File: src/rtl/diag_readout_cfg.svh
// Register indices, field positions and reset values of the monitor readout bank
`ifndef DIAG_READOUT_CFG_SVH
`define DIAG_READOUT_CFG_SVH

`define ADDR_W            12
`define IDX_MSB           9
`define IDX_LSB           2
`define NUM_CHANNELS      5
`define RESULT_W          12

`define CFG_IDX           8'h55
`define BIAS_HIGH_IDX     8'h58
`define BIAS_LOW_IDX      8'h59
`define CH1P_HIGH_IDX     8'h62
`define CH1P_LOW_IDX      8'h63
`define CH1N_HIGH_IDX     8'h64
`define CH1N_LOW_IDX      8'h65
`define CH2P_HIGH_IDX     8'h66
`define CH2P_LOW_IDX      8'h67
`define CH2N_HIGH_IDX     8'h68
`define CH2N_LOW_IDX      8'h69
`define STATUS_IDX        8'h7f

`define CFG_RESET         8'h00
`define FREEZE_BIT        0
`define OVERRIDE_BIT      1
`define STATUS_FROZEN_BIT 7

`define CHAN_BIAS         3'h0
`define CHAN_CH1P         3'h1
`define CHAN_CH1N         3'h2
`define CHAN_CH2P         3'h3
`define CHAN_CH2N         3'h4

`define ID_BIAS           4'h1
`define ID_CH1P           4'h6
`define ID_CH1N           4'h7
`define ID_CH2P           4'h8
`define ID_CH2N           4'h9

`endif

File: src/rtl/diag_readout_pkg.sv
// Types shared by the monitor readout bank and its result holder
package diag_readout_pkg;

   typedef enum logic [1:0] {
      ST_IDLE   = 2'b01,
      ST_ANSWER = 2'b10
   } bus_state_type;

   typedef struct packed {
      logic       hit;
      logic       is_cfg;
      logic       is_status;
      logic       is_result;
      logic       is_low;
      logic [2:0] chan;
   } decode_type;

   typedef struct packed {
      bus_state_type state;
      logic          freeze;
      logic          override;
      logic [4:0]    fresh;
      logic          pready;
      logic          pslverr;
      logic [31:0]   prdata;
   } bank_state_type;

   typedef struct packed {
      logic [11:0] result;
      logic        updated;
   } holder_state_type;

endpackage

File: src/rtl/diag_result_holder.sv
// One channel's monitor result, updated from the converter unless frozen
`timescale 1ns/100ps
`default_nettype none
`include "diag_readout_cfg.svh"

module diag_result_holder
   import diag_readout_pkg::*;
(
   input  wire logic                   clk,
   input  wire logic                   resetn,
   input  wire logic                   freeze,
   input  wire logic                   result_valid,
   input  wire logic [`RESULT_W-1:0]   result_data,
   output logic      [7:0]             high_byte,
   output logic      [3:0]             low_nibble,
   output logic                        updated
);

   holder_state_type cur_r;
   holder_state_type cur_nxt;

   always_comb begin
      cur_nxt         = cur_r;
      cur_nxt.updated = 1'b0;
      // One 12-bit store feeds both halves, so they never mix conversions
      if (result_valid && !freeze) begin
         cur_nxt.result  = result_data;
         cur_nxt.updated = 1'b1;
      end
   end

   always_ff @(posedge clk or negedge resetn) begin
      if (!resetn) begin
         cur_r <= '0;
      end else begin
         cur_r <= cur_nxt;
      end
   end

   assign high_byte  = cur_r.result[`RESULT_W-1:`RESULT_W-8];
   assign low_nibble = cur_r.result[3:0];
   assign updated    = cur_r.updated;

endmodule
`default_nettype wire

File: src/rtl/diag_readout_regs.sv
// APB register bank for the diagnostic monitor results and data configuration
`timescale 1ns/100ps
`default_nettype none
`include "diag_readout_cfg.svh"

// How it works
// - With freeze clear the results follow every conversion, with freeze set they hold.
// - Config bit 1 is a read/write temperature override control that resets to 0.
// - Each channel's high register shows result bits 11-4 read-only, reset zero.
// - Each channel's low register shows result bits 3-0 in its bits 7-4, reset zero.
// - Low register bits 3-0 read a fixed channel code, 0001b for the bias supply.
// - Output one positive reads code 0110b and output one negative reads 0111b.
// - Output two positive reads code 1000b and output two negative reads 1001b.
// - Config bits 7-2 read as zero and software writes only zero there.
module diag_readout_regs
   import diag_readout_pkg::*;
(
   input  wire logic                       clk,
   input  wire logic                       resetn,
   input  wire logic [`ADDR_W-1:0]         paddr,
   input  wire logic                       psel,
   input  wire logic                       penable,
   input  wire logic                       pwrite,
   input  wire logic [31:0]                pwdata,
   output logic      [31:0]                prdata,
   output logic                            pready,
   output logic                            pslverr,
   input  wire logic [`NUM_CHANNELS-1:0]   result_valid,
   input  wire logic [`RESULT_W-1:0]       bias_result,
   input  wire logic [`RESULT_W-1:0]       ch1_pos_result,
   input  wire logic [`RESULT_W-1:0]       ch1_neg_result,
   input  wire logic [`RESULT_W-1:0]       ch2_pos_result,
   input  wire logic [`RESULT_W-1:0]       ch2_neg_result,
   output logic                            freeze_converter_result,
   output logic                            temperature_result_override
);

   bank_state_type                         cur_r;
   bank_state_type                         cur_nxt;

   logic [`NUM_CHANNELS-1:0][7:0]          high_byte;
   logic [`NUM_CHANNELS-1:0][3:0]          low_nibble;
   logic [`NUM_CHANNELS-1:0]               updated;
   logic [`NUM_CHANNELS-1:0][`RESULT_W-1:0] result_in;

   assign result_in[`CHAN_BIAS] = bias_result;
   assign result_in[`CHAN_CH1P] = ch1_pos_result;
   assign result_in[`CHAN_CH1N] = ch1_neg_result;
   assign result_in[`CHAN_CH2P] = ch2_pos_result;
   assign result_in[`CHAN_CH2N] = ch2_neg_result;

   // Freeze comes from the register, so a conversion landing on the
   // same edge as the freeze write is still taken
   for (genvar i = 0; i < `NUM_CHANNELS; i++) begin : g_chan
      diag_result_holder u_holder (
         .clk          (clk),
         .resetn       (resetn),
         .freeze       (cur_r.freeze),
         .result_valid (result_valid[i]),
         .result_data  (result_in[i]),
         .high_byte    (high_byte[i]),
         .low_nibble   (low_nibble[i]),
         .updated      (updated[i])
      );
   end

   // Fixed channel code per result slot
   function automatic logic [3:0] chan_code(
      input logic [2:0] chan
   );
      logic [3:0] code;
      code = 4'h0;
      case (chan)
         `CHAN_BIAS: begin
            code = `ID_BIAS;
         end
         `CHAN_CH1P: begin
            code = `ID_CH1P;
         end
         `CHAN_CH1N: begin
            code = `ID_CH1N;
         end
         `CHAN_CH2P: begin
            code = `ID_CH2P;
         end
         `CHAN_CH2N: begin
            code = `ID_CH2N;
         end
         default: begin
            code = 4'h0;
         end
      endcase
      return code;
   endfunction

   function automatic decode_type result_slot(
      input logic [2:0] chan,
      input logic       is_low
   );
      decode_type d;
      d           = '0;
      d.hit       = 1'b1;
      d.is_result = 1'b1;
      d.is_low    = is_low;
      d.chan      = chan;
      return d;
   endfunction

   // Word-aligned decode; byte address is four times the register index
   function automatic decode_type decode(
      input logic [`ADDR_W-1:0] addr
   );
      decode_type d;
      logic [7:0] idx;
      d   = '0;
      idx = addr[`IDX_MSB:`IDX_LSB];
      case (idx)
         `CFG_IDX: begin
            d.hit    = 1'b1;
            d.is_cfg = 1'b1;
         end
         `STATUS_IDX: begin
            d.hit       = 1'b1;
            d.is_status = 1'b1;
         end
         `BIAS_HIGH_IDX: begin
            d = result_slot(`CHAN_BIAS, 1'b0);
         end
         `BIAS_LOW_IDX: begin
            d = result_slot(`CHAN_BIAS, 1'b1);
         end
         `CH1P_HIGH_IDX: begin
            d = result_slot(`CHAN_CH1P, 1'b0);
         end
         `CH1P_LOW_IDX: begin
            d = result_slot(`CHAN_CH1P, 1'b1);
         end
         `CH1N_HIGH_IDX: begin
            d = result_slot(`CHAN_CH1N, 1'b0);
         end
         `CH1N_LOW_IDX: begin
            d = result_slot(`CHAN_CH1N, 1'b1);
         end
         `CH2P_HIGH_IDX: begin
            d = result_slot(`CHAN_CH2P, 1'b0);
         end
         `CH2P_LOW_IDX: begin
            d = result_slot(`CHAN_CH2P, 1'b1);
         end
         `CH2N_HIGH_IDX: begin
            d = result_slot(`CHAN_CH2N, 1'b0);
         end
         `CH2N_LOW_IDX: begin
            d = result_slot(`CHAN_CH2N, 1'b1);
         end
         default: begin
            d = '0;
         end
      endcase
      // Unaligned or beyond the index range is unmapped
      if (addr[`IDX_LSB-1:0] != 2'h0) begin
         d = '0;
      end
      if (addr[`ADDR_W-1:`IDX_MSB+1] != '0) begin
         d = '0;
      end
      return d;
   endfunction

   // Config byte: only the two control bits are stored
   function automatic logic [7:0] cfg_byte(
      input bank_state_type s
   );
      logic [7:0] data;
      data                = 8'h00;
      data[`FREEZE_BIT]   = s.freeze;
      data[`OVERRIDE_BIT] = s.override;
      return data;
   endfunction

   // Own status byte: fresh flags low, freeze mirrored on top
   function automatic logic [7:0] status_byte(
      input bank_state_type s
   );
      logic [7:0] data;
      data                     = {3'h0, s.fresh};
      data[`STATUS_FROZEN_BIT] = s.freeze;
      return data;
   endfunction

   // Both halves index the same holder, so they pair unless a conversion lands between the two reads with freeze clear
   function automatic logic [7:0] result_byte(
      input decode_type                    d,
      input logic [`NUM_CHANNELS-1:0][7:0] hi,
      input logic [`NUM_CHANNELS-1:0][3:0] lo
   );
      logic [7:0] data;
      if (d.is_low) begin
         data = {lo[d.chan], chan_code(d.chan)};
      end else begin
         data = hi[d.chan];
      end
      return data;
   endfunction

   // Read data of one decoded register, upper bits zero
   function automatic logic [31:0] read_word(
      input decode_type                    d,
      input bank_state_type                s,
      input logic [`NUM_CHANNELS-1:0][7:0] hi,
      input logic [`NUM_CHANNELS-1:0][3:0] lo
   );
      logic [7:0] data;
      data = 8'h00;
      if (d.is_cfg) begin
         data = cfg_byte(s);
      end else if (d.is_status) begin
         data = status_byte(s);
      end else if (d.is_result) begin
         data = result_byte(d, hi, lo);
      end
      return {24'h0, data};
   endfunction

   // Setup answer: pready rises for the access edge, error and read data fixed now
   function automatic bank_state_type setup_answer(
      input bank_state_type                s,
      input decode_type                    d,
      input logic                          is_write,
      input logic [`NUM_CHANNELS-1:0][7:0] hi,
      input logic [`NUM_CHANNELS-1:0][3:0] lo
   );
      bank_state_type n;
      n         = s;
      n.state   = ST_ANSWER;
      n.pready  = 1'b1;
      n.pslverr = !d.hit;
      n.prdata  = 32'h0;
      if (!is_write && d.hit) begin
         n.prdata = read_word(d, s, hi, lo);
      end
      return n;
   endfunction

   // Reserved bits are dropped so they keep reading zero
   function automatic bank_state_type cfg_write(
      input bank_state_type s,
      input logic [31:0]    wdata
   );
      bank_state_type n;
      n          = s;
      n.freeze   = wdata[`FREEZE_BIT];
      n.override = wdata[`OVERRIDE_BIT];
      return n;
   endfunction

   // Reading a low register retires that channel's fresh flag
   function automatic logic [`NUM_CHANNELS-1:0] read_clear(
      input decode_type d
   );
      logic [`NUM_CHANNELS-1:0] mask;
      mask = '0;
      if (d.is_result && d.is_low) begin
         mask[d.chan] = 1'b1;
      end
      return mask;
   endfunction

   // A new conversion beats the read that clears its flag
   function automatic logic [`NUM_CHANNELS-1:0] fresh_next(
      input logic [`NUM_CHANNELS-1:0] fresh,
      input logic [`NUM_CHANNELS-1:0] clr,
      input logic [`NUM_CHANNELS-1:0] upd
   );
      return (fresh & ~clr) | upd;
   endfunction

   // Bus phase as sampled at this edge
   function automatic logic bus_setup(
      input logic sel,
      input logic enable
   );
      return sel && !enable;
   endfunction

   function automatic logic bus_access(
      input logic sel,
      input logic enable
   );
      return sel && enable;
   endfunction

   // Two-edge transfer: the setup edge decodes, answers and captures read
   // data; the access edge commits a write. No wait states are inserted.
   always_comb begin
      decode_type                dec;
      logic [`NUM_CHANNELS-1:0]  fresh_clear;
      logic                      setup;
      logic                      access;
      dec         = decode(paddr);
      fresh_clear = '0;
      setup       = bus_setup(psel, penable);
      access      = bus_access(psel, penable);
      cur_nxt     = cur_r;

      case (cur_r.state)
         ST_IDLE: begin
            cur_nxt.pready  = 1'b0;
            cur_nxt.pslverr = 1'b0;
            if (setup) begin
               // Read data is sampled in the setup cycle and held
               cur_nxt = setup_answer(cur_nxt, dec, pwrite, high_byte, low_nibble);
            end
         end
         ST_ANSWER: begin
            cur_nxt.state   = ST_IDLE;
            cur_nxt.pready  = 1'b0;
            cur_nxt.pslverr = 1'b0;
            if (access && pwrite && dec.is_cfg) begin
               cur_nxt = cfg_write(cur_nxt, pwdata);
            end
            if (access && !pwrite) begin
               fresh_clear = read_clear(dec);
            end
         end
         default: begin
            cur_nxt.state   = ST_IDLE;
            cur_nxt.pready  = 1'b0;
            cur_nxt.pslverr = 1'b0;
         end
      endcase

      cur_nxt.fresh = fresh_next(cur_r.fresh, fresh_clear, updated);
   end

   always_ff @(posedge clk or negedge resetn) begin
      if (!resetn) begin
         cur_r          <= '0;
         cur_r.state    <= ST_IDLE;
         cur_r.freeze   <= 1'(`CFG_RESET >> `FREEZE_BIT);
         cur_r.override <= 1'(`CFG_RESET >> `OVERRIDE_BIT);
      end else begin
         cur_r <= cur_nxt;
      end
   end

   assign prdata                      = cur_r.prdata;
   assign pready                      = cur_r.pready;
   assign pslverr                     = cur_r.pslverr;
   assign freeze_converter_result     = cur_r.freeze;
   assign temperature_result_override = cur_r.override;

endmodule
`default_nettype wire

File: config.mk
export PLATFORM = sky130hd
export DESIGN_NAME = diag_readout_regs
export DESIGN_NICKNAME = d
export VERILOG_FILES = /design/src/rtl/diag_readout_pkg.sv /design/src/rtl/diag_result_holder.sv /design/src/rtl/diag_readout_regs.sv
export VERILOG_INCLUDE_DIRS = /design/src /design/src/rtl
export SDC_FILE = /design/constraint.sdc
export NUM_CORES = 1
export LEC_CHECK = 0
export ABC_AREA = 1
export ABC_CLOCK_PERIOD_IN_PS = 1300
export BUFFER_PORTS_ARGS = -buffer_cell sky130_fd_sc_hd__buf_4
export CORE_MARGIN = 5
export CORE_UTILIZATION = 46
export CTS_CLUSTER_DIAMETER = 120
export DETAILED_ROUTE_END_ITERATION = 8
export PLACE_DENSITY = 0.79
export SLEW_MARGIN = 0
export SYNTH_ARGS = -nofsm -noshare
export SYNTH_HDL_FRONTEND = slang
export SYNTH_SLANG_ARGS = --single-unit
File: constraint.sdc
create_clock -name clk -period 1.3 [get_ports clk]
set_input_delay 0.065 -clock clk [delete_from_list [all_inputs] [get_ports clk]]
set_output_delay 0.065 -clock clk [all_outputs]
set_load 0.05 [all_outputs]
# Yosys cells after proc, flatten, opt, wreduce, memory -nomap -nowiden
# Cells that the tools add are included.
# word_totals
word_cells,98
ff_bits,108
# op_classes
bitwise_logic,5
n_reduce_logical,23
n_lt_le_gt_ge,2
mux,32
eq_ne,19
# op_table
cell,count
$eq A8 B7 Y1 const B,12
$mux W8,8
$pmux W32 S2,1
$pmux W5 S10,1
$mux W43,1
$mux W41,1
$bmux W8 S3,1
$pmux W4 S5,1
$mux W5,3
$pmux W7 S2,1
$logic_and A1 B1 Y1,13
$bmux W4 S3,1
$reduce_or A12 Y1,1
$mux W1,9
$pmux W2 S2,2
$eq A3 B2 Y1 const B,2
$reduce_and A3 Y1,2
$and A5 B5 Y5,1
$not A5 Y5,1
$or A5 B5 Y5,1
$logic_not A1 Y1,4
$lt A3 B4 Y1 const B,1
$mux W4,1
$reduce_bool A2 Y1,2
other kinds (9),10

# Logic depth before layout (Yosys ltp)
# Gate-level depths: netlist of run 1.
# depth
depth_word,15
ltp_mapped,16
mapped_depth_nobuf,15

# Modules after synthesis
# A second synthesis of run 1 with hierarchy kept.
# hier_totals
cells_unflattened,631
hier_area_um2,4702.0
# by_module_without_submodules
module,area_each_um2,cells_per_inst,instances
diag_result_holder,515.5,55,5
diag_readout_regs,2124.5,356,1

# Worst setup path before layout of run 1
# No wires, ideal clock.
# synth_path
kind,reg-to-reg
from,reg freeze_converter_result (netlist name)
to,reg g_chan[3].u_holder.cur_r (netlist bit g_chan[3].u_holder.high_byte[7])
setup_slack_ns,-0.321
stages_incl_launch_ff,6
arrival_ns,1.488
setup_time_ns,0.133
t_required_ns,1.167
cell_sequence,dfrtp_1 inv_1 nand2_1 inv_1 clkbuf_1 o21ai_0
# synth_between
elab_chain_cells,2
# synth_rtl
element,line_no,source
$logic_not A1 Y1,diag_result_holder.sv:26,if (result_valid && !freeze) begin
$logic_and A1 B1 Y1,diag_result_holder.sv:26,
to (signal assigned),diag_result_holder.sv:36,cur_r <= cur_nxt;
to (decl),diag_result_holder.sv:19,holder_state_type cur_r;
# No other way between the ends.
# A chain may end at the register's enable or synchronous reset.

# Worst setup path in the final report of run 1
# layout_path
from,reg g_chan[2].u_holder.cur_r (netlist bit g_chan[2].u_holder.high_byte[1])
to,reg cur_r (netlist bit prdata[1])
# layout_between
elab_chain_cells,9
# layout_rtl
element,line_no,source
from (decl),diag_result_holder.sv:19,
from (signal assigned),diag_result_holder.sv:36,
$bmux W8 S3,diag_readout_regs.sv:201,data = hi[d.chan];
$mux W8 (not written as such),diag_readout_regs.sv:201,
$mux W8,diag_readout_regs.sv:198,if (d.is_low) begin
$mux W8,diag_readout_regs.sv:219,end else if (d.is_result) begin
$mux W8,diag_readout_regs.sv:217,end else if (d.is_status) begin
$mux W8,diag_readout_regs.sv:215,if (d.is_cfg) begin
$mux W8,diag_readout_regs.sv:239,if (!is_write && d.hit) begin
$mux W43,diag_readout_regs.sv:310,if (setup) begin
$pmux W32 S2,diag_readout_regs.sv:306,case (cur_r.state)
to (signal assigned),diag_readout_regs.sv:343,cur_r <= cur_nxt;
to (decl),diag_readout_regs.sv:38,bank_state_type cur_r;
# No other way between the ends. The select of a mux whose other input is x is not followed.

==> impl_metrics.json, run 1 <==
{
  "crit_required_ns": 1.55,
  "die_h_um": 109,
  "ant_nets": 0,
  "yosysUniqueCellTypes": 30,
  "insertion_delay_ns": 0.36,
  "period_share_pct": 97.7,
  "dp_hpwl_um": 9470,
  "crit_chain": "inv_2, nand2_1, o21ai_1, nand2_1, nand2_1, nand2_1, nand2_1, nand2_1, nand2_1, nand2_1, nand2_1, nand2_1",
  "cts_sinks": 84,
  "nNetsFinal": 926,
  "track_usage_pct": 23.5,
  "synth.avg_cell_area_sq_um": 7.39,
  "cts.clk_slew.worst_paths_ns": 0.09,
  "slew_violations": 0,
  "yosys_warnings": 0,
  "drt-total-wl_um": 13900,
  "layout-drive-gt1-share_pct": 29.4,
  "drc": 0,
  "drtIter0Drc": 296,
  "crit_slowest_cell": "dfrtp_1",
  "post_drt_wl_per_cell_um": 14.6,
  "period_minus_slack_ns": 1.27,
  "dr.pass1.iters": 8,
  "arrival_ns": 1.52,
  "synth.ff_latch_count": 84,
  "power_density_nw_per_um2": 831,
  "power_mw": 5.53,
  "place_congestion": 0.941,
  "core_sq_um": 9640,
  "clockBufferDepth": 2,
  "critical_path.top_delay_family": "simple AND/OR/NAND/NOR gates",
  "finalClockSkew_ns": 0.0124,
  "synthesis.area_sq_um": 4470,
  "crit_type": "reg2reg",
  "root_buffer": "clkbuf_8",
  "first_global_vias": 4624,
  "status": "finished, final reports clean",
  "cap_violations": 0,
  "path_buf_inv": 1,
  "grt_max_degree": 35,
  "cp-start-kind": "register",
  "vias_per_cell": 4.89,
  "max_clock_freq_mhz": 787,
  "dp_slack_ns": -0.428,
  "cp_max_fo": 2,
  "via_count": 4660,
  "finalSetupViolCount": 0,
  "initial_core_util_pct": 46.4,
  "layout_common_cells": "nand2_1, buf_4, dfrtp_1, dlygate4sd3_1, inv_1",
  "rows": 36,
  "die_w_um": 109,
  "end_kind": "register",
  "yosysSeqAreaShare_pct": 47.0,
  "pin_count": 150,
  "hold_violations": 0,
  "tritoncts": "done",
  "dieArea_sq_um": 11800,
  "slowest_delay_ns": 0.38,
  "antenna_found_initial": 2,
  "cts_max_level": 3,
  "final_common_cell": "nand2_1",
  "ir_drop_v": 0.000688,
  "port_buffers": 95,
  "syn2layout_area_growth_pct": 48.8,
  "cts_buffers": 9,
  "hp-class": "in2reg",
  "leakagePower_nw": 3.64,
  "rsz0062_at_grt": "true",
  "grt_pass1_wl_um": 21500,
  "netlist_instances": 605,
  "gr-total-overflow": 0,
  "fin_ws_ns": 0.0300,
  "crit_top_cell": "nand2_1"
}
cell type report:
cell class                      instances  area [sq um]
Clock inverter                          6          93.8
Antenna cell                            2          5.00
Multi-Input combinational cell        433          2010
Timing Repair Buffer                  219          1880
Tap cell                              133           166
Clock buffer                           10           138
Sequential cell                        84          2100
Fill cell                             733          2990
Inverter                               65           255
path summary, 6_finish.rpt:
path	from	end	slack (ns)	depth (start not counted)
max	g_chan[2].u_holder.high_byte[1]$_DFFE_PN0P_	prdata[1]$_DFFE_PN0P_	0.03	12
min	result_valid[4]	g_chan[4].u_holder.updated$_DFF_PN0_	0.11	4
max reg2reg	g_chan[2].u_holder.high_byte[1]$_DFFE_PN0P_	prdata[1]$_DFFE_PN0P_	0.03	12
min reg2reg	g_chan[0].u_holder.updated$_DFF_PN0_	cur_r[34]$_DFF_PN0_	0.44	1
max in group asynchronous	resetn	g_chan[4].u_holder.high_byte[1]$_DFFE_PN0P_	0.66	3
min in group asynchronous	resetn	g_chan[2].u_holder.low_nibble[1]$_DFFE_PN0P_	0.12	2
report_power, final:
group / total (mW) / switching (mW) / internal, mW / leakage (nW)
sequential: 2.62 / 0.00308 / 2.62 / 1.02
combinational: 0.745 / 0.396 / 0.349 / 2.51
clock: 2.16 / 1.01 / 1.16 / 0.114
total: 5.53 / 1.41 / 4.12 / 3.64
worst min-delay path: stages:
cell and delay, ns:
buf_4 0.08, nand2_1 0.07, inv_1 0.08, buf_4 0.14
synth_stat cells, drive strengths merged:
library cell,number,share of area (%)
buf,37,5.9
dfstp,1,0.59
a31oi,1,0.14
nand2,274,24
nor4,1,0.28
nor3,7,1.0
conb,1,0.084
nand3,25,2.9
nand4,10,1.7
o21ai,46,5.1
inv,64,5.4
a21oi,10,1.1
nor2,32,4.1
dfrtp,83,46
clkbuf,9,0.76
clkinv,1,0.084
o21bai,3,0.50
kinds of logic (layout without fill, tap and decap cells):
logic type,after synthesis,after routing,share of synthesized area (%)
AO/OA/AOI/OAI,60,60,6.91
buffers and inverters,111,300,12.2
flip-flops,84,84,47.0
other,1,26,0.0839
AND/OR/NAND/NOR,349,349,33.8
registers in the layout (all words and copies together), names as in the netlist:
name	count
pslverr	1
g_chan.u_holder.low_nibble	20
cur_r	7
g_chan.u_holder.updated	5
g_chan.u_holder.high_byte	40
pready	1
freeze_converter_result	1
temperature_result_override	1
prdata	8
per-stage QoR:
step / TNS [ns] / cell area (sq um) / util (%) / hold WS [ns] / instances
2_1_floorplan: -0.482 / 4570 / - / -0.231 / 628
3_3_place_gp: -4.39 / 5600 / 58.1 / -0.0802 / 861
3_5_place_dp: -4.80 / 5600 / 58.1 / -0.0753 / 861
4_1_cts: 0 / 6490 / 67.3 / 0.0183 / 943
5_1_grt: -0.197 / 6650 / 69.0 / 0.111 / 952
6_report: 0 / 6650 / 69.0 / 0.113 / 952
repair_timing:
item / 4_1_cts / 5_1_grt
setup buffers: 3 / 7
pin swaps: 2 / 19
hold buffers: 63 / 0
endpoints found under the setup margin: 6 / 46
resized for setup: 2 / 45
hold endpoints to repair: 145 / 0
layer usage:
layer  routed length, um  up-vias  part of all wire [%]  track usage (%)
met2                7220      206                    52             40.5
met1                5400     2181                    39             28.4
li1                    -     2226                     -                -
met5                   0        -                     0                0
met4                 405        0                   2.9             10.6
met3                 874       47                   6.3             4.60
Power figures use the tool's default switching activity.
==> inputs of run 2 (changes only) <==
--- a/config.mk
+++ b/config.mk
@@ -6,14 +6,13 @@
 export SDC_FILE = /design/constraint.sdc
 export NUM_CORES = 1
 export LEC_CHECK = 0
-export ABC_AREA = 1
 export ABC_CLOCK_PERIOD_IN_PS = 1300
 export BUFFER_PORTS_ARGS = -buffer_cell sky130_fd_sc_hd__buf_4
 export CORE_MARGIN = 5
-export CORE_UTILIZATION = 46
+export CORE_UTILIZATION = 45
 export CTS_CLUSTER_DIAMETER = 120
 export DETAILED_ROUTE_END_ITERATION = 8
-export PLACE_DENSITY = 0.79
+export PLACE_DENSITY = 0.78
 export SLEW_MARGIN = 0
 export SYNTH_ARGS = -nofsm -noshare
 export SYNTH_HDL_FRONTEND = slang
==> impl_metrics.json, run 2 <==
{
  "status": "finished with violations",
  "violations": "negative setup slack",
  "hold_violations": 0,
  "synthTopCellsByCount": "dfrtp_1, mux2_2, buf_4, nor2b_1",
  "core_sq_um": 9240,
  "ff2ff_setup_slack_ns": -0.39,
  "synth_top_area_share_pct": 48.6,
  "track_usage_pct": 25.4,
  "yosysSeqAreaShare_pct": 49.2,
  "cp_max_fo": 3,
  "die_h_um": 108,
  "rows": 35,
  "period_minus_slack_ns": 1.69,
  "synth_most_common_cell": "dfrtp_1",
  "synth.avg_cell_area_sq_um": 11.8,
  "netlist_instances": 362,
  "insertion_delay_ns": 0.38,
  "synth.ff_latch_count": 84,
  "tritoncts": "done",
  "rsz0062_at_grt": "true",
  "drtIter0Drc": 247,
  "max_clock_freq_mhz": 591,
  "finalClockSkew_ns": 0.0169,
  "crit_slowest_cell": "or4b_1",
  "n_fill_cell": 534,
  "layout-drive-gt1-share_pct": 50.7,
  "synthFlopType": "dfrtp_1",
  "dieArea_sq_um": 11600,
  "layout_common_cells": "buf_4, dfrtp_1, dlygate4sd3_1, mux2_4, conb_1",
  "crit_type": "reg2reg",
  "hp-class": "in2reg",
  "multi_input_area_sq_um": 2370,
  "synthesis.area_sq_um": 4280,
  "cts_max_level": 3,
  "yosysTopAreaCell": "dfrtp_1",
  "yosysUniqueCellTypes": 53,
  "grt_max_degree": 33,
  "reg2reg_from": "cur_r[41]$_DFFE_PN1P_",
  "nNetsFinal": 699,
  "synth_edf_count": 0,
  "final_common_cell": "buf_4",
  "gr-total-overflow": 0,
  "cp-start-kind": "register",
  "drt-total-wl_um": 14600,
  "cts_buffers": 9,
  "root_buffer": "clkbuf_8",
  "via_count": 3871,
  "initial_core_util_pct": 46.3,
  "crit_chain": "nand4b_1, nor2_1, buf_4, nand4bb_4, or4b_1, a21o_1",
  "leakagePower_nw": 3.35,
  "port_buffers": 95,
  "ir_drop_v": 0.000570,
  "place_congestion": 0.840,
  "syn2layout_area_growth_pct": 64.7,
  "crit_required_ns": 1.58,
  "reg2reg_to": "cur_r[35]$_DFF_PN0_",
  "first_global_vias": 4088,
  "fin_ws_ns": -0.391,
  "post_drt_wl_per_cell_um": 20.3,
  "finalSetupViolCount": 76,
  "grt_pass1_wl_um": 22300,
  "ant_nets": 0,
  "die_w_um": 108,
  "slowest_delay_ns": 0.48,
  "vias_per_cell": 5.38,
  "slew_violations": 0,
  "arrival_ns": 1.97,
  "postSynth.asyncResetShare_pct": 100,
  "drc": 0,
  "synth.area.top_cells": "dfrtp_1, mux2_2, buf_4, mux2i_1, nor2b_1",
  "period_share_pct": 130,
  "diodes": 0,
  "hold_slack_ns": 0.120,
  "cts_sinks": 84,
  "clockBufferDepth": 2,
  "cts.clk_slew.worst_paths_ns": 0.10,
  "largest_reg_flops": 40,
  "power_density_nw_per_um2": 933,
  "r2r_cells": 6,
  "finalSetupTns_ns": -12.08,
  "ff_latch_area_sq_um": 2110,
  "end_kind": "register",
  "pin_count": 150,
  "antenna_found_initial": 0,
  "whs_endpoint": "g_chan[4].u_holder.updated$_DFF_PN0_",
  "dr.pass1.iters": 5,
  "min_from": "result_valid[4]",
  "yosys_warnings": 0,
  "dp_hpwl_um": 8740,
  "cap_violations": 0,
  "hold-path-cell-count": 3
}
[run 2: metal layers]
metal,vias up,track usage [%],routed length (um)
met2,195,42.7,7480
met4,0,10.6,444
met5,-,0,0
met3,37,4.38,884
li1,1717,-,-
met1,1922,32.4,5800
[run 2: repair_timing]
action,4_1_cts,5_1_grt
resized for setup,42,27
buffers inserted,10,6
pin swaps,4,15
gates cloned,4,0
hold buffers,63,0
endpoints found under the setup margin,75,77
endpoints found under the hold margin,99,0
[run 2: how the worst max path moves through the flow]
stage               slack (ns)  depth (start not counted)               endpoint                   from
floorplan                -0.58                          6    cur_r[35]$_DFF_PN0_               paddr[3]
global placement         -0.64                          6    cur_r[35]$_DFF_PN0_               paddr[1]
detailed placement       -0.70                          6  prdata[1]$_DFFE_PN0P_               paddr[1]
CTS                      -0.39                          6    cur_r[35]$_DFF_PN0_  cur_r[41]$_DFFE_PN1P_
global route             -0.46                          6    cur_r[35]$_DFF_PN0_  cur_r[41]$_DFFE_PN1P_
finish                   -0.39                          6    cur_r[35]$_DFF_PN0_  cur_r[41]$_DFFE_PN1P_
[run 2: cell type report]
class / instances / share of cell area (%)
clock buffers: 9 / 1.76
clock inverters: 7 / 1.24
inverters: 3 / 0.160
multi-input cells: 245 / 33.7
flip-flops and latches: 84 / 29.9
well taps: 129 / 2.29
repair buffers: 242 / 30.9
[run 2: stage by stage]
step / worst slack (ns) / power [mW] / instance area [sq um] / util [%] / cells
finish: -0.391 / 6.57 / 7050 / 76.2 / 719
global route: -0.461 / 6.80 / 7050 / 76.2 / 719
global placement: -0.643 / 4.24 / 5760 / 62.3 / 622
floorplan: -0.584 / 3.76 / 4710 / - / 385
CTS: -0.394 / 6.46 / 6920 / 74.9 / 715
detailed placement: -0.700 / 4.28 / 5760 / 62.3 / 622
[run 2: cells by family after synthesis]
| logic type | after synthesis | share of synthesized area [%] |
|---|---|---|
| multiplexers | 74 | 19.1 |
| buffers and inverters | 56 | 8.13 |
| other | 1 | 0.0877 |
| AND/OR/NAND/NOR | 83 | 12.0 |
| XOR/XNOR | 2 | 0.410 |
| AO/OA/AOI/OAI | 62 | 11.1 |
| flip-flops | 84 | 49.2 |
[run 2: report_power, final]
group | switching (mW) | internal [mW] | total [mW]
Sequential | 0.146 | 2.82 | 2.96
Clock | 1.10 | 0.917 | 2.02
Combinational | 0.688 | 0.903 | 1.59
[run 2: worst max-delay path: cells and delay by family, from the launching register on]
kind            cells  cell delay, ns
simple gates        4            0.91
compound gates      1            0.17
flops               1            0.38
buf+inv             1            0.14
==> inputs of run 3 (changes only) <==
--- a/config.mk
+++ b/config.mk
@@ -6,13 +6,14 @@
 export SDC_FILE = /design/constraint.sdc
 export NUM_CORES = 1
 export LEC_CHECK = 0
+export ABC_AREA = 1
 export ABC_CLOCK_PERIOD_IN_PS = 1300
 export BUFFER_PORTS_ARGS = -buffer_cell sky130_fd_sc_hd__buf_4
 export CORE_MARGIN = 5
-export CORE_UTILIZATION = 45
+export CORE_UTILIZATION = 46
 export CTS_CLUSTER_DIAMETER = 120
 export DETAILED_ROUTE_END_ITERATION = 8
-export PLACE_DENSITY = 0.78
+export PLACE_DENSITY_LB_ADDON = 0.15
 export SLEW_MARGIN = 0
 export SYNTH_ARGS = -nofsm -noshare
 export SYNTH_HDL_FRONTEND = slang
==> impl_metrics.json, run 3 (synthesis results as in run 1) <==
{
  "status": "finished, final reports clean",
  "end_kind": "register",
  "port_buffers": 95,
  "placed_area_sq_um": 5680,
  "finalSetupViolCount": 0,
  "nNetsFinal": 930,
  "crit_type": "reg2reg",
  "post_drt_wl_per_cell_um": 13.4,
  "arrival_ns": 1.55,
  "combPwrFrac_pct": 14.8,
  "hold_violations": 0,
  "swShare_pct": 26.2,
  "final_common_cell": "nand2_1",
  "cap_violations": 0,
  "clkPwrFrac_pct": 33.3,
  "period_share_pct": 97.3,
  "syn2layout_area_growth_pct": 48.5,
  "core_sq_um": 9640,
  "ir_drop_v": 0.000550,
  "grt_use_met3_pct": 5.25,
  "tritoncts": "done",
  "dp_hpwl_um": 9250,
  "slew_violations": 0,
  "crit_required_ns": 1.58,
  "via_count": 4473,
  "initial_core_util_pct": 46.4,
  "grt_util_met2_pct": 38.0,
  "final_cell_area_sq_um": 6640,
  "power_density_nw_per_um2": 760,
  "hp-class": "in2reg",
  "vias_per_cell": 4.69,
  "rows": 36,
  "cp_max_fo": 3,
  "diodes": 0,
  "cts.clk_slew.worst_paths_ns": 0.08,
  "gr-total-overflow": 0,
  "cts_sinks": 84,
  "cp-start-kind": "register",
  "place_congestion": 0.879,
  "dr.pass1.iters": 4,
  "layout_common_cells": "nand2_1, buf_4, dfrtp_1, dlygate4sd3_1, inv_1",
  "drc": 0,
  "die_h_um": 109,
  "ff2ff_setup_slack_ns": 0.04,
  "rsz0062_at_grt": "true",
  "track_usage_pct": 22.7,
  "finalClockSkew_ns": 0.00601,
  "power_mw": 5.04,
  "layout-drive-gt1-share_pct": 27.6,
  "drt-total-wl_um": 12800,
  "largest_reg_flops": 40,
  "power_frac_seq_pct": 52.0,
  "internal-power_mw": 3.72,
  "leakagePower_nw": 3.62,
  "hold_slack_ns": 0.0866,
  "grt_max_degree": 34,
  "die_w_um": 109,
  "switchingPower_mw": 1.32,
  "period_minus_slack_ns": 1.26,
  "cts_max_level": 3,
  "drtIter0Drc": 196,
  "root_buffer": "clkbuf_8",
  "cts_buffers": 9,
  "pin_count": 150,
  "grt_busiest_layer": "met2",
  "globalRouteMet1Util_pct": 28.7,
  "grt_pass1_wl_um": 20800,
  "final_cells": 954,
  "first_global_vias": 4535,
  "ant_nets": 0,
  "antenna_found_initial": 0,
  "insertion_delay_ns": 0.35,
  "max_clock_freq_mhz": 791,
  "clockBufferDepth": 2,
  "dieArea_sq_um": 11800,
  "dp.cells": 867
}
run 3: cell types whose count changed in the layout (fill, tap and decap cells not counted), sizes merged, moves of 20 or more:
| cell | delta |
|---|---|
| buf | -20 |
| inv | +58 |
| mux2 | -62 |
| nand2 | +257 |
| nor2 | +25 |
| o21ai | +38 |
run 3: final timing paths:
path	startpoint	end	cells past startpoint
worst min-delay path	result_valid[4]	g_chan[4].u_holder.updated$_DFF_PN0_	3
worst min register to register	g_chan[4].u_holder.updated$_DFF_PN0_	cur_r[38]$_DFF_PN0_	2
worst max-delay path	cur_r[41]$_DFFE_PN1P_	prdata[6]$_DFFE_PN0P_	6
worst max register to register	cur_r[41]$_DFFE_PN1P_	prdata[6]$_DFFE_PN0P_	6
max in group asynchronous	resetn	g_chan[0].u_holder.high_byte[4]$_DFFE_PN0P_	3
min in group asynchronous	resetn	prdata[1]$_DFFE_PN0P_	2
run 3: metal layers:
metal	vias up	part of all wire (%)
li1	2237	-
met1	2048	41
met2	163	49
met3	25	8.0
met4	0	2.8
met5	-	0
run 3: critical path, cell delays in order, from the launching register on:
cell and delay (ns):
dfstp_2 0.54, nand3_1 0.10, inv_1 0.11, nand3_1 0.12
nor2_2 0.15, nand2_1 0.07, o21ai_1 0.11
run 3: metrics by stage:
| stage | worst slack [ns] | TNS (ns) | util, % |
|---|---|---|---|
| floorplan | -0.0796 | -0.482 | - |
| finish | 0.0352 | 0 | 68.9 |
| CTS | 0.00263 | 0 | 67.6 |
| detailed placement | -0.379 | -4.78 | 58.9 |
| global route | -0.0557 | -0.212 | 68.9 |
| global placement | -0.354 | -4.47 | 58.9 |
run 3: power groups by stage:
stage | Combinational, mW | Sequential, mW | Clock [mW]
finish | 0.744 | 2.62 | 1.68
global route | 0.801 | 2.62 | 1.86
CTS | 0.731 | 2.62 | 1.73
detailed placement | 0.573 | 2.67 | 0
global placement | 0.566 | 2.67 | 0
floorplan | 0.281 | 2.69 | 0
run 3: repair_timing:
action | 4_1_cts | 5_1_grt
gates resized for setup | 2 | 37
endpoints found under the setup margin | 4 | 46
endpoints found under the hold margin | 147 | 0
gates cloned | 0 | 1
pin swaps | 6 | 18
buffers inserted | 1 | 6
hold buffers | 64 | 0
run 3: layout make-up:
type / instances / area, sq um
clock buffer: 12 / 145
clock inverter: 4 / 25.0
fill: 780 / 3000
inverter: 65 / 263
multi-input combinational: 433 / 1960
sequential: 84 / 2100
tap: 133 / 166
timing repair buffer: 222 / 1960
timing repair inverter: 1 / 7.51
